<file path="config.mk">
export PLATFORM = sky130hd
export DESIGN_NAME = user_tap_bridge_tile
export DESIGN_NICKNAME = d
export VERILOG_FILES = /design/src/rtl/tap_bridge_pkg.sv /design/src/rtl/user_tap_bridge_tile.sv
export SDC_FILE = /design/constraint.sdc
export NUM_CORES = 1
export LEC_CHECK = 0
export BUFFER_PORTS_ARGS = -buffer_cell sky130_fd_sc_hd__buf_2
export CORE_AREA = 2 2 205 147
export CTS_CLUSTER_DIAMETER = 200
export CTS_CLUSTER_SIZE = 40
export DETAILED_ROUTE_END_ITERATION = 6
export DIE_AREA = 0 0 207 149
export MAX_ROUTING_LAYER = met4
export PLACE_DENSITY_LB_ADDON = 0.2
export SETUP_SLACK_MARGIN = 0.1
export SLEW_MARGIN = 15
export SYNTH_ARGS = -nofsm -noshare
export SYNTH_HDL_FRONTEND = slang
export SYNTH_HIERARCHICAL = 1
export SYNTH_SLANG_ARGS = --single-unit
</file>
<file path="constraint.sdc">
create_clock -name clk_sys_in -period 2.2 [get_ports clk_sys_in]
set_input_delay 0.22 -clock clk_sys_in [delete_from_list [all_inputs] [get_ports clk_sys_in]]
set_output_delay 0.22 -clock clk_sys_in [all_outputs]
set_load 0.05 [all_outputs]
</file>
<file path="src/rtl/tap_bridge_pkg.sv">
package tap_bridge_pkg;
    localparam int IR_W = 8;
    localparam logic [7:0] USER_IR_LO = 8'h10;
    localparam logic [7:0] USER_IR_HI = 8'h7F;
    localparam logic [7:0] IR_CAPTURE = 8'h01;
    localparam logic [7:0] IR_RESET = 8'hFF;
    localparam int CFG_W = 81;
    localparam int FIFO_W = 1;
    localparam int FIFO_DEPTH = 32;
    localparam logic [2:0] TMS_RESET_COUNT = 3'h5;
    localparam logic [3:0] REG_CTRL = 4'h0;
    localparam logic [3:0] REG_STATUS = 4'h4;
    localparam logic [3:0] REG_IR = 4'h8;
    localparam logic [3:0] REG_LOAD = 4'hC;
    localparam int CTRL_DYN_BIT = 0;
    localparam int CTRL_HOLD_BIT = 1;
    localparam logic [1:0] CTRL_RESET = 2'h0;
    localparam logic [31:0] RDATA_NONE = 32'h0000_0000;

    typedef enum logic [3:0] {
        TLR, RTI, SEL_DR, CAP_DR, SH_DR, EX1_DR, PA_DR, EX2_DR, UP_DR,
        SEL_IR, CAP_IR, SH_IR, EX1_IR, PA_IR, EX2_IR, UP_IR
    } tap_state_t;

    typedef struct packed {
        logic trst_n;
        logic tck;
        logic tms;
        logic tdi;
        logic user_out;
    } pins_t;

    localparam pins_t PINS_RESET = '{1'b1, 1'b0, 1'b1, 1'b0, 1'b0};

    typedef struct packed {
        logic reset_enable;
        logic dynamic_select_c;
        logic dynamic_select_b;
        logic dynamic_select_a;
        logic [2:0] oscillator_range_select;
        logic static_select_c;
        logic static_select_b;
        logic static_select_a;
        logic [4:0] delay_c;
        logic [4:0] delay_b;
        logic [4:0] global_c_delay;
        logic [4:0] global_b_delay;
        logic [4:0] global_a_delay;
        logic extra_delay_select;
        logic [4:0] feedback_delay;
        logic [1:0] feedback_source_select;
        logic [2:0] output_c_mux_select;
        logic [2:0] output_b_mux_select;
        logic [2:0] output_a_mux_select;
        logic [4:0] output_c_divider;
        logic [4:0] output_b_divider;
        logic [4:0] output_a_divider;
        logic [6:0] feedback_divider;
        logic [6:0] input_divider;
    } cc_cfg_t;

    localparam cc_cfg_t STATIC_CFG = '0;
endpackage

</file>
<file path="src/rtl/user_tap_bridge_tile.sv">
// Function
// update_ir loads the instruction register onto the 8-bit user instruction bus
// instructions 16 to 127 are free for user commands
// core tap reset is low while in test-logic-reset
// core tap reset is low from power-up until the host leaves test-logic-reset
// user serial input follows tdi, user shift clock follows tck
// user serial output drives tdo for user-range instructions
// shift, capture and update flags high only in their dr states
// sixteen-state tap machine moves only on rising tck, steered by tms
// power-on reset or trst forces test-logic-reset at once
// five tms-high tck cycles reach test-logic-reset from anywhere
// ir states work the instruction register, dr states the data register
// host walks a full ir path to load a new instruction
// tdi carries dr bits in shift_dr, ir bits in shift_ir
// core treats shift flag as valid data, update flag as end of stream
// conditioner config from static settings or the 81-bit shift register
// 81 config bits hold selects, range, delays, muxes and dividers
// a new conditioner config loads while the device keeps running
// core logic supplies the config bits and controls shift and load
// state flags decoded from the tap state register
`timescale 1ns/1ps

module cfg_bit_fifo #(
    parameter int W = 1,
    parameter int DEPTH = 32
) (
    input wire logic clk_sys_in,
    input wire logic rst_in,
    input wire logic [W-1:0] in_data_in,
    input wire logic in_valid_in,
    output logic in_ready_out,
    output logic [W-1:0] out_data_out,
    output logic out_valid_out,
    input wire logic out_ready_in
);
    localparam int AW = $clog2(DEPTH);
    localparam logic [AW:0] FULL = (AW+1)'(DEPTH);
    logic [W-1:0] mem [DEPTH];
    logic [AW-1:0] wr_ptr;
    logic [AW-1:0] rd_ptr;
    logic [AW:0] count;
    logic [AW:0] next_count;
    wire push = in_valid_in && in_ready_out;
    wire pop = out_valid_out && out_ready_in;

    assign out_valid_out = count != '0;
    assign out_data_out = mem[rd_ptr];
    assign next_count = count + (AW+1)'(push) - (AW+1)'(pop);

    always_ff @(posedge clk_sys_in)
    begin
        if (push)
        begin
            mem[wr_ptr] <= in_data_in;
        end
    end

    always_ff @(posedge clk_sys_in)
    begin
        if (rst_in)
        begin
            wr_ptr <= '0;
            rd_ptr <= '0;
            count <= '0;
            in_ready_out <= 1'b0;
        end
        else
        begin
            wr_ptr <= push ? wr_ptr + AW'(1) : wr_ptr;
            rd_ptr <= pop ? rd_ptr + AW'(1) : rd_ptr;
            count <= next_count;
            in_ready_out <= next_count != FULL;
        end
    end
endmodule

module user_tap_bridge_tile
    import tap_bridge_pkg::*;
(
    input wire logic clk_sys_in,
    input wire logic rst_in,
    input wire logic tck_in,
    input wire logic tms_in,
    input wire logic tdi_in,
    input wire logic trst_n_in,
    output logic tdo_out,
    output logic tdo_oe_out,
    output logic [IR_W-1:0] user_instruction_bus_out,
    output logic tap_reset_n_out,
    output logic user_serial_in_out,
    output logic user_shift_clock_out,
    output logic shift_dr_flag_out,
    output logic capture_dr_flag_out,
    output logic update_dr_flag_out,
    input wire logic user_serial_out_in,
    input wire logic cfg_bit_in,
    input wire logic cfg_valid_in,
    output logic cfg_ready_out,
    output cc_cfg_t clock_conditioner_out,
    input wire logic [3:0] reg_addr_in,
    input wire logic [31:0] reg_wdata_in,
    input wire logic reg_wr_in,
    input wire logic reg_rd_in,
    output logic [31:0] reg_rdata_out
);
    pins_t s1;
    pins_t s2;
    pins_t s3;
    tap_state_t state;
    tap_state_t next_state;
    logic [IR_W-1:0] ir_shift;
    logic bypass;
    logic [2:0] tms_cnt;
    logic [1:0] ctrl;
    logic [CFG_W-1:0] cfg_shift;
    cc_cfg_t cfg_active;
    logic fifo_bit;
    logic fifo_valid;
    logic [31:0] next_rdata;

    // pin synchronisers, s3 only gives the previous s2 for edge finding
    wire pins_t pins_now = '{trst_n_in, tck_in, tms_in, tdi_in, user_serial_out_in};
    wire tck_rise = s2.tck && !s3.tck;
    wire tck_fall = !s2.tck && s3.tck;
    wire force_tlr = !s2.trst_n;
    wire user_range = (user_instruction_bus_out >= USER_IR_LO) &&
        (user_instruction_bus_out <= USER_IR_HI);
    wire drain = fifo_valid && !ctrl[CTRL_HOLD_BIT];
    wire wr_ctrl = reg_wr_in && (reg_addr_in == REG_CTRL);
    wire wr_load = reg_wr_in && (reg_addr_in == REG_LOAD);
    wire [31:0] status_word = {16'h0000, user_instruction_bus_out, 2'b00,
        fifo_valid, tap_reset_n_out, state};

    always_ff @(posedge clk_sys_in)
    begin
        if (rst_in)
        begin
            s1 <= PINS_RESET;
            s2 <= PINS_RESET;
            s3 <= PINS_RESET;
        end
        else
        begin
            s1 <= pins_now;
            s2 <= s1;
            s3 <= s2;
        end
    end

    // tap next-state decode
    always_comb
    begin
        next_state = state;
        case (state)
            TLR: next_state = s2.tms ? TLR : RTI;
            RTI: next_state = s2.tms ? SEL_DR : RTI;
            SEL_DR: next_state = s2.tms ? SEL_IR : CAP_DR;
            CAP_DR: next_state = s2.tms ? EX1_DR : SH_DR;
            SH_DR: next_state = s2.tms ? EX1_DR : SH_DR;
            EX1_DR: next_state = s2.tms ? UP_DR : PA_DR;
            PA_DR: next_state = s2.tms ? EX2_DR : PA_DR;
            EX2_DR: next_state = s2.tms ? UP_DR : SH_DR;
            UP_DR: next_state = s2.tms ? SEL_DR : RTI;
            SEL_IR: next_state = s2.tms ? TLR : CAP_IR;
            CAP_IR: next_state = s2.tms ? EX1_IR : SH_IR;
            SH_IR: next_state = s2.tms ? EX1_IR : SH_IR;
            EX1_IR: next_state = s2.tms ? UP_IR : PA_IR;
            PA_IR: next_state = s2.tms ? EX2_IR : PA_IR;
            EX2_IR: next_state = s2.tms ? UP_IR : SH_IR;
            UP_IR: next_state = s2.tms ? SEL_DR : RTI;
            default: next_state = TLR;
        endcase
    end

    always_ff @(posedge clk_sys_in)
    begin
        if (rst_in || force_tlr)
        begin
            state <= TLR;
        end
        else if (tck_rise)
        begin
            state <= next_state;
        end
    end

    always_ff @(posedge clk_sys_in)
    begin
        if (rst_in)
        begin
            tms_cnt <= 3'h0;
        end
        else if (tck_rise)
        begin
            tms_cnt <= !s2.tms ? 3'h0 :
                (tms_cnt == TMS_RESET_COUNT) ? tms_cnt : tms_cnt + 3'h1;
        end
    end

    // instruction and bypass paths
    always_ff @(posedge clk_sys_in)
    begin
        if (rst_in)
        begin
            ir_shift <= IR_CAPTURE;
            bypass <= 1'b0;
        end
        else if (tck_rise && !force_tlr)
        begin
            case (state)
                CAP_IR: ir_shift <= IR_CAPTURE;
                SH_IR: ir_shift <= {s2.tdi, ir_shift[IR_W-1:1]};
                CAP_DR: bypass <= 1'b0;
                SH_DR: bypass <= s2.tdi;
                default: bypass <= bypass;
            endcase
        end
    end

    always_ff @(posedge clk_sys_in)
    begin
        if (rst_in || state == TLR)
        begin
            user_instruction_bus_out <= IR_RESET;
        end
        else if (tck_rise && !force_tlr && next_state == UP_IR)
        begin
            user_instruction_bus_out <= ir_shift;
        end
    end

    // tdo changes on falling tck
    always_ff @(posedge clk_sys_in)
    begin
        if (rst_in)
        begin
            tdo_out <= 1'b0;
            tdo_oe_out <= 1'b0;
        end
        else if (tck_fall)
        begin
            tdo_oe_out <= (state == SH_IR) || (state == SH_DR);
            if (state == SH_IR)
            begin
                tdo_out <= ir_shift[0];
            end
            else if (state == SH_DR)
            begin
                tdo_out <= user_range ? s2.user_out : bypass;
            end
        end
    end

    // core-side flags and pass-through
    always_ff @(posedge clk_sys_in)
    begin
        if (rst_in)
        begin
            tap_reset_n_out <= 1'b0;
            shift_dr_flag_out <= 1'b0;
            capture_dr_flag_out <= 1'b0;
            update_dr_flag_out <= 1'b0;
            user_serial_in_out <= 1'b0;
            user_shift_clock_out <= 1'b0;
        end
        else
        begin
            tap_reset_n_out <= state != TLR;
            shift_dr_flag_out <= state == SH_DR;
            capture_dr_flag_out <= state == CAP_DR;
            update_dr_flag_out <= state == UP_DR;
            user_serial_in_out <= s2.tdi;
            user_shift_clock_out <= s2.tck;
        end
    end

    // clock conditioner configuration
    cfg_bit_fifo #(
        .W(FIFO_W),
        .DEPTH(FIFO_DEPTH)
    ) cfg_fifo (
        .clk_sys_in(clk_sys_in),
        .rst_in(rst_in),
        .in_data_in(cfg_bit_in),
        .in_valid_in(cfg_valid_in),
        .in_ready_out(cfg_ready_out),
        .out_data_out(fifo_bit),
        .out_valid_out(fifo_valid),
        .out_ready_in(!ctrl[CTRL_HOLD_BIT])
    );

    always_ff @(posedge clk_sys_in)
    begin
        if (rst_in)
        begin
            cfg_shift <= '0;
            cfg_active <= STATIC_CFG;
            clock_conditioner_out <= STATIC_CFG;
        end
        else
        begin
            if (drain)
            begin
                cfg_shift <= {fifo_bit, cfg_shift[CFG_W-1:1]};
            end
            if (wr_load)
            begin
                cfg_active <= cfg_shift;
            end
            clock_conditioner_out <= ctrl[CTRL_DYN_BIT] ? cfg_active : STATIC_CFG;
        end
    end

    // register port
    always_comb
    begin
        next_rdata = RDATA_NONE;
        case (reg_addr_in)
            REG_CTRL: next_rdata = {30'h0000_0000, ctrl};
            REG_STATUS: next_rdata = status_word;
            REG_IR: next_rdata = {24'h00_0000, user_instruction_bus_out};
            default: next_rdata = RDATA_NONE;
        endcase
    end

    always_ff @(posedge clk_sys_in)
    begin
        if (rst_in)
        begin
            ctrl <= CTRL_RESET;
            reg_rdata_out <= RDATA_NONE;
        end
        else
        begin
            ctrl <= wr_ctrl ? reg_wdata_in[1:0] : ctrl;
            reg_rdata_out <= reg_rd_in ? next_rdata : RDATA_NONE;
        end
    end

    tlr_reset_a: assert property (@(posedge clk_sys_in) disable iff (rst_in)
        state == TLR |=> !tap_reset_n_out)
        else $error("tap reset not low in test-logic-reset");

    shift_flag_a: assert property (@(posedge clk_sys_in) disable iff (rst_in)
        ##1 shift_dr_flag_out == $past(state == SH_DR))
        else $error("shift flag does not follow shift_dr");

    capture_flag_a: assert property (@(posedge clk_sys_in) disable iff (rst_in)
        (state == CAP_DR) [*1] ##1 (state != CAP_DR) |-> capture_dr_flag_out)
        else $error("capture flag missing for capture_dr");

    update_flag_a: assert property (@(posedge clk_sys_in) disable iff (rst_in)
        state != UP_DR |=> !update_dr_flag_out)
        else $error("update flag high outside update_dr");

    ir_update_a: assert property (@(posedge clk_sys_in) disable iff (rst_in)
        $rose(state == UP_IR) |-> user_instruction_bus_out == ir_shift)
        else $error("instruction bus not loaded on update_ir");

    ir_hold_a: assert property (@(posedge clk_sys_in) disable iff (rst_in)
        (state != TLR && !$rose(state == UP_IR)) |-> $stable(user_instruction_bus_out))
        else $error("instruction bus changed outside update_ir");

    trst_tlr_a: assert property (@(posedge clk_sys_in) disable iff (rst_in)
        force_tlr |=> state == TLR)
        else $error("trst did not force test-logic-reset");

    five_tms_a: assert property (@(posedge clk_sys_in) disable iff (rst_in)
        tms_cnt == TMS_RESET_COUNT |-> state == TLR)
        else $error("five tms-high cycles missed test-logic-reset");

    tck_edge_a: assert property (@(posedge clk_sys_in) disable iff (rst_in)
        (!tck_rise && !force_tlr) |=> $stable(state))
        else $error("tap state moved without rising tck");

    user_tdo_a: assert property (@(posedge clk_sys_in) disable iff (rst_in)
        (tck_fall && state == SH_DR && user_range) |=> tdo_out == $past(s2.user_out))
        else $error("user serial output not routed to tdo");

    serial_pass_a: assert property (@(posedge clk_sys_in) disable iff (rst_in)
        ##1 (user_serial_in_out == $past(s2.tdi)) && (user_shift_clock_out == $past(s2.tck)))
        else $error("serial input or shift clock not passed through");

    cfg_load_a: assert property (@(posedge clk_sys_in) disable iff (rst_in)
        (wr_load && ctrl[CTRL_DYN_BIT] && !wr_ctrl) ##1 ctrl[CTRL_DYN_BIT]
        |=> clock_conditioner_out == $past(cfg_shift, 2))
        else $error("loaded configuration not applied");
endmodule

</file>
* Word level (Yosys, flattened, before mapping)
Memories as Yosys holds them, arrays and structs flattened. A register that Yosys moved wholly into a read port is not among the register bits.
Index checks and enable logic that the tools add are counted.
** Word-level totals
- Register bits :: 333
- Bits in latches :: 0
- Bits in writable memories :: 32
- Bits in read-only memories :: 0
- Input bits :: 47
- Output and inout port bits :: 130
- Memories :: 1
** Operators by class
- $add $sub $neg :: 4
- $mul :: 0
- Divide/modulo/power cells :: 0
- Order comparisons :: 2
- Equality and inequality tests :: 20
- Shift-type cells :: 0
- Muxes and demuxes :: 21
- Bitwise logic cells :: 2
- Reduce and logical (&&, ||, !) cells :: 31
** Memories
- cfg_fifo.mem :: depth 32, bits a word 1, read ports 1, clocked after memory_dff 1, write ports 1, RTL line user_tap_bridge_tile.sv:38 : logic [W-1:0] mem [DEPTH];
** Operators by type and width (count)
- $pmux W16 S3 :: 1
- $pmux W4 S12 :: 1
- $eq A4 B4 Y1 const B :: 11
- $eq A4 B3 Y1 const B :: 5
- $mux W4 :: 4
- $pmux W8 S2 :: 1
- $add A5 B1 Y5 const B :: 2
- $logic_and A1 B1 Y1 :: 9
- $eq A4 B2 Y1 const B :: 2
- $ge A8 B5 Y1 const B :: 1
- $le A8 B7 Y1 const B :: 1
- $logic_not A4 Y1 :: 2
- $mux W1 :: 8
- $reduce_or A2 Y1 :: 4
- $add A6 B1 Y6 :: 1
- $mux W2 :: 3
- $mux W3 :: 2
- $ne A6 B6 Y1 const B :: 1
- $reduce_and A2 Y1 :: 3
- $reduce_bool A2 Y1 :: 3
- $reduce_bool A6 Y1 :: 1
- $sub A6 B1 Y6 :: 1
- $eq A4 B1 Y1 const B :: 1
- $logic_not A1 Y1 :: 4
- other kinds (5) :: 8

* Depth between registers and ports, before layout
- Depth in word-level cells :: 5
- Gate-level depth with buffers :: 14
- Mapped depth without buffers :: 13

* Modules after synthesis
Netlist, hierarchy kept.
** Modules (own cells, without submodules)
- user_tap_bridge_tile :: times used 1, cells each 1120, area an instance 9975.8 µm², sequential area each 6005.8 µm²
- cfg_bit_fifo :: times used 1, cells each 219, area an instance 2523.7 µm², sequential area each 1401.3 µm²

* Worst setup path before layout
No wires, ideal clock.
- Kind :: register to register
- Start :: register cfg_fifo.in_ready_out
- End :: register cfg_fifo.in_ready_out
- Library setup time :: 0.138 ns
- Data arrival time :: 2.357 ns
- Setup slack :: -0.295 ns
- Cell stages (with the launch flop) :: 12
- Path buffers :: 1
- Path through :: dfxtp_1 > and2_1 > clkbuf_1 > nand2_1 > nand2_1 > ha_1 > inv_1 > fa_1 > nand2b_1 > a21oi_1 > xnor2_1 > a41oi_1
** Between the ends
- Longest elaborated chain between the ends :: 4
** RTL lines
- start, declared :: RTL line user_tap_bridge_tile.sv:31 : output logic in_ready_out,
- start signal, assigned :: RTL line user_tap_bridge_tile.sv:65 : in_ready_out <= 1'b0;
- start signal, assigned :: RTL line user_tap_bridge_tile.sv:72 : in_ready_out <= next_count != FULL;
- $logic_and A1 B1 Y1 :: RTL line user_tap_bridge_tile.sv:43 : wire push = in_valid_in && in_ready_out;
- $add A6 B1 Y6 :: RTL line user_tap_bridge_tile.sv:48 : assign next_count = count + (AW+1)'(push) - (AW+1)'(pop);
- $sub A6 B1 Y6 :: RTL line user_tap_bridge_tile.sv:48
- $ne A6 B6 Y1 :: RTL line user_tap_bridge_tile.sv:72
Every way passes these cells.
A chain may end at the register's enable or synchronous reset.

* Worst setup path after layout
- Start :: register cfg_fifo.count[2]
- End :: register cfg_fifo.in_ready_out
** Between the ends
- Longest elaborated chain between the ends :: 4
- Elaborated cells between the ends (all ways) :: 5
** RTL lines
- start, declared :: RTL line user_tap_bridge_tile.sv:41 : logic [AW:0] count;
- start signal, assigned :: RTL line user_tap_bridge_tile.sv:71 : count <= next_count;
- $reduce_bool A6 Y1 :: RTL line user_tap_bridge_tile.sv:46 : assign out_valid_out = count != '0;
- net fifo_valid :: RTL line user_tap_bridge_tile.sv:118 : logic fifo_valid;
- $logic_and A1 B1 Y1 :: RTL line user_tap_bridge_tile.sv:44 : wire pop = out_valid_out && out_ready_in;
- $sub A6 B1 Y6 :: RTL line user_tap_bridge_tile.sv:48
- $ne A6 B6 Y1 :: RTL line user_tap_bridge_tile.sv:72
The timed path passes the listed nets, and every way through them passes these cells.

==> results_dict.tcl <==
set metrics [dict create \
    status "complete, no violations" \
    num-nets-final 1511 \
    leakage_nw 5.39 \
    clock_path_buffers 3 \
    netlist_area_mm2 0.0125 \
    clockRootBuffer "clkbuf_16" \
    p_comb_share_pct 21.5 \
    vias 8914 \
    firstDrtPassIters 5 \
    io_buffers 130 \
    postSynthAreaPerCell_um2 9.33 \
    postSynthCellCount 1339 \
    p_switching_mw 3.57 \
    die_h_um 149 \
    drive_above_1_share_pct 16.4 \
    post-route-period-util_pct 98.7 \
    synth_ff_type "dfxtp_1" \
    drt_iter0_markers 575 \
    routed_wl_um 27200 \
    cp.arrival_ps 2560 \
    p_clk_share_pct 23.9 \
    grt_pass1_vias 8177 \
    finalCriticalPeriod_ps 2170 \
    synth.distinct_cells 60 \
    final_common_cell "nand2_1" \
    synthArstFlopShare_pct 0 \
    drv_cap 0 \
    coreArea_mm2 0.0292 \
    max_freq_ghz 0.461 \
    ir_drop_mv 0.503 \
    grt-ovfl-total 0 \
    grt_util_all_layers_pct 17.1 \
    finalSetupViolations 0 \
    wire_per_inst_um 14.8 \
    hpwl_um 17000 \
    gp_congestion 0.828 \
    cts_tree "done" \
    clock_latency_ps 510 \
    crit_fanout 3 \
    post_dp_cell_area_mm2 0.0136 \
    ant_nets 0 \
    sw_frac_of_total_pct 28.8 \
    min_path_type "input pin to register" \
    startpoint_type "register" \
    grt_max_degree 88 \
    finalHoldViolCount 0 \
    num_antenna_cells 0 \
    drc_errors 0 \
    relSlewSlack_pct 37.1 \
    layout_common_cells "nand2_1, dfxtp_1, a21oi_1" \
    fin_skew_ps 32.4 \
    design_area_mm2 0.0142 \
    seq_area_frac_synth_pct 59.3 \
    hold_slack_ps 44.3 \
    synth-edff-count 32 \
    tightestPinTransition_ps 944 \
    h-tree-depth 1 \
    critical_path_class "register to register" \
    rows 53 \
    cts_buffers 12 \
    yosysWarnings 6 \
    internal_power_mw 8.84 \
    power.density_mw_per_mm2 871 \
    start_util_pct 42.8 \
    num_io_pins 177 \
    clk_pin_slew_ps 150 \
    maxSlewViolCount 0 \
    area_growth_pct 14.0 \
    seqPwrFrac_pct 54.6 \
    avgViaCountPerCell 4.85 \
    rsz0062_at_grt "yes" \
    grt_pass1_wl_um 42400 \
    die_area_mm2 0.0308 \
    die_w_um 207 \
    antenna_found_initial 0 \
    worst_setup_path_end_kind "register" \
    clock-sinks 354 \
    crit_required_ps 2590 \
    synth-seq-cells 354 \
]
-- stage by stage --
| step | power, mW | setup TNS [ps] | setup WS, ps | utilization (%) | std cells |
|---|---|---|---|---|---|
| after global placement | 8.88 | 0 | 5.77 | 46.5 | 1800 |
| after CTS | 12.1 | -37.5 | -37.5 | 48.3 | 1829 |
| after global routing | 13.0 | -67.8 | -67.8 | 48.8 | 1838 |
| after detailed placement | 8.95 | -86.2 | -86.2 | 46.5 | 1800 |
| final | 12.4 | 0 | 29.7 | 48.8 | 1838 |
| after floorplan | 8.32 | 0 | 55.6 | - | 1354 |
-- worst paths after layout --
| check | start | slack, ps | to | cells past startpoint |
|---|---|---|---|---|
| worst max-delay path | cfg_fifo/count[2] | 30 | cfg_fifo/in_ready_out | 13 |
| worst min-delay path | rst_in | 40 | s1[3] | 2 |
| worst max register to register | cfg_fifo/count[2] | 30 | cfg_fifo/in_ready_out | 13 |
| worst min register to register | s1[4] | 410 | s2[4] | 1 |
-- worst max-delay path, cell delays in order, from the launching register on --
cell and delay (ps):
dfxtp_2 350, inv_2 70, ha_4 140, nand4bb_4 120, nand2_2 100, nand2_1 60
nand2_1 70, ha_2 180, inv_2 40, fa_2 340, nand2b_4 160, a21oi_4 150
xnor2_2 140, a41oi_2 130
-- power groups by stage --
| stage | registers [mW] | logic (mW) | clock network, mW |
|---|---|---|---|
| after floorplan | 6.90 | 1.42 | 0 |
| after global placement | 6.89 | 1.99 | 0 |
| after detailed placement | 6.91 | 2.04 | 0 |
| after CTS | 6.77 | 2.28 | 3.08 |
| after global routing | 6.81 | 2.88 | 3.27 |
| final | 6.78 | 2.67 | 2.96 |
-- logic make-up (layout without fill, tap and decap cells) --
logic type | after synthesis | in the layout | synth area share (%)
AO/OA/AOI/OAI | 209 | 209 | 8.90
XOR/XNOR | 12 | 12 | 0.841
adder cells (fa/ha/maj) | 13 | 13 | 1.36
buffers and inverters | 112 | 210 | 4.05
flip-flops | 354 | 354 | 59.3
multiplexers | 24 | 24 | 2.81
other | 1 | 16 | 0.0300
AND/OR/NAND/NOR | 614 | 615 | 22.7
-- synth_stat cells, drive strengths merged (4+ instances only) --
master  count  area (µm²)
nand2     357        1340
dfxtp     322        6450
a21oi     185         930
and2       85         532
nor2       69         259
clkbuf     63         236
buf        36         221
edfxtp     32         961
nor2b      20         125
mux2i      16         160
nand3      16        80.1
inv        13        48.8
ha         12         150
and3       10        62.6
nand2b     10        62.6
mux4        8         191
xor2        8        70.1
nand4       7        43.8
nor3b       7        63.8
nor3        6        41.3
o21ai       5        25.0
or2         5        31.3
a22oi       4        30.0
nand3b      4        33.8
xnor2       4        35.0
-- final cells by class --
| cell class | instances | area (µm²) |
|---|---|---|
| sequential | 354 | 7420 |
| timing repair buffer | 181 | 1160 |
| fill | 2846 | 14900 |
| clock buffer | 15 | 333 |
| inverter | 13 | 48.8 |
| tap | 385 | 482 |
| multi-input combinational | 889 | 4790 |
| clock inverter | 1 | 8.76 |
-- repair_timing --
item	4_1_cts	5_1_grt
resized for setup	16	20
hold buffers	7	0
cloned	0	4
hold endpoints to repair	7	0
pin swaps	7	8
setup endpoints to repair	4	75
setup buffers	6	5
-- registers in the layout, indices dropped and copies added (netlist names), 2 cells and up, named ones only --
| register | cells |
|---|---|
| cfg_active | 81 |
| cfg_fifo/count | 6 |
| cfg_fifo/mem | 32 |
| cfg_fifo/rd_ptr | 5 |
| cfg_fifo/wr_ptr | 5 |
| cfg_shift | 81 |
| clock_conditioner_out | 81 |
| ctrl | 2 |
| ir_shift | 8 |
| reg_rdata_out | 16 |
| s1 | 5 |
| s2 | 5 |
| state | 4 |
| user_instruction_bus_out | 8 |
-- routing by layer --
| metal | vias up | share of wire (%) | GRT usage, % |
|---|---|---|---|
| li1 | 4551 | - | - |
| met1 | 4209 | 53 | 25.7 |
| met2 | 133 | 42 | 24.8 |
| met3 | 21 | 3.3 | 2.32 |
| met4 | 0 | 1.4 | 2.57 |
| met5 | - | 0 | - |
No activity file was read; power rests on OpenSTA's default activity.
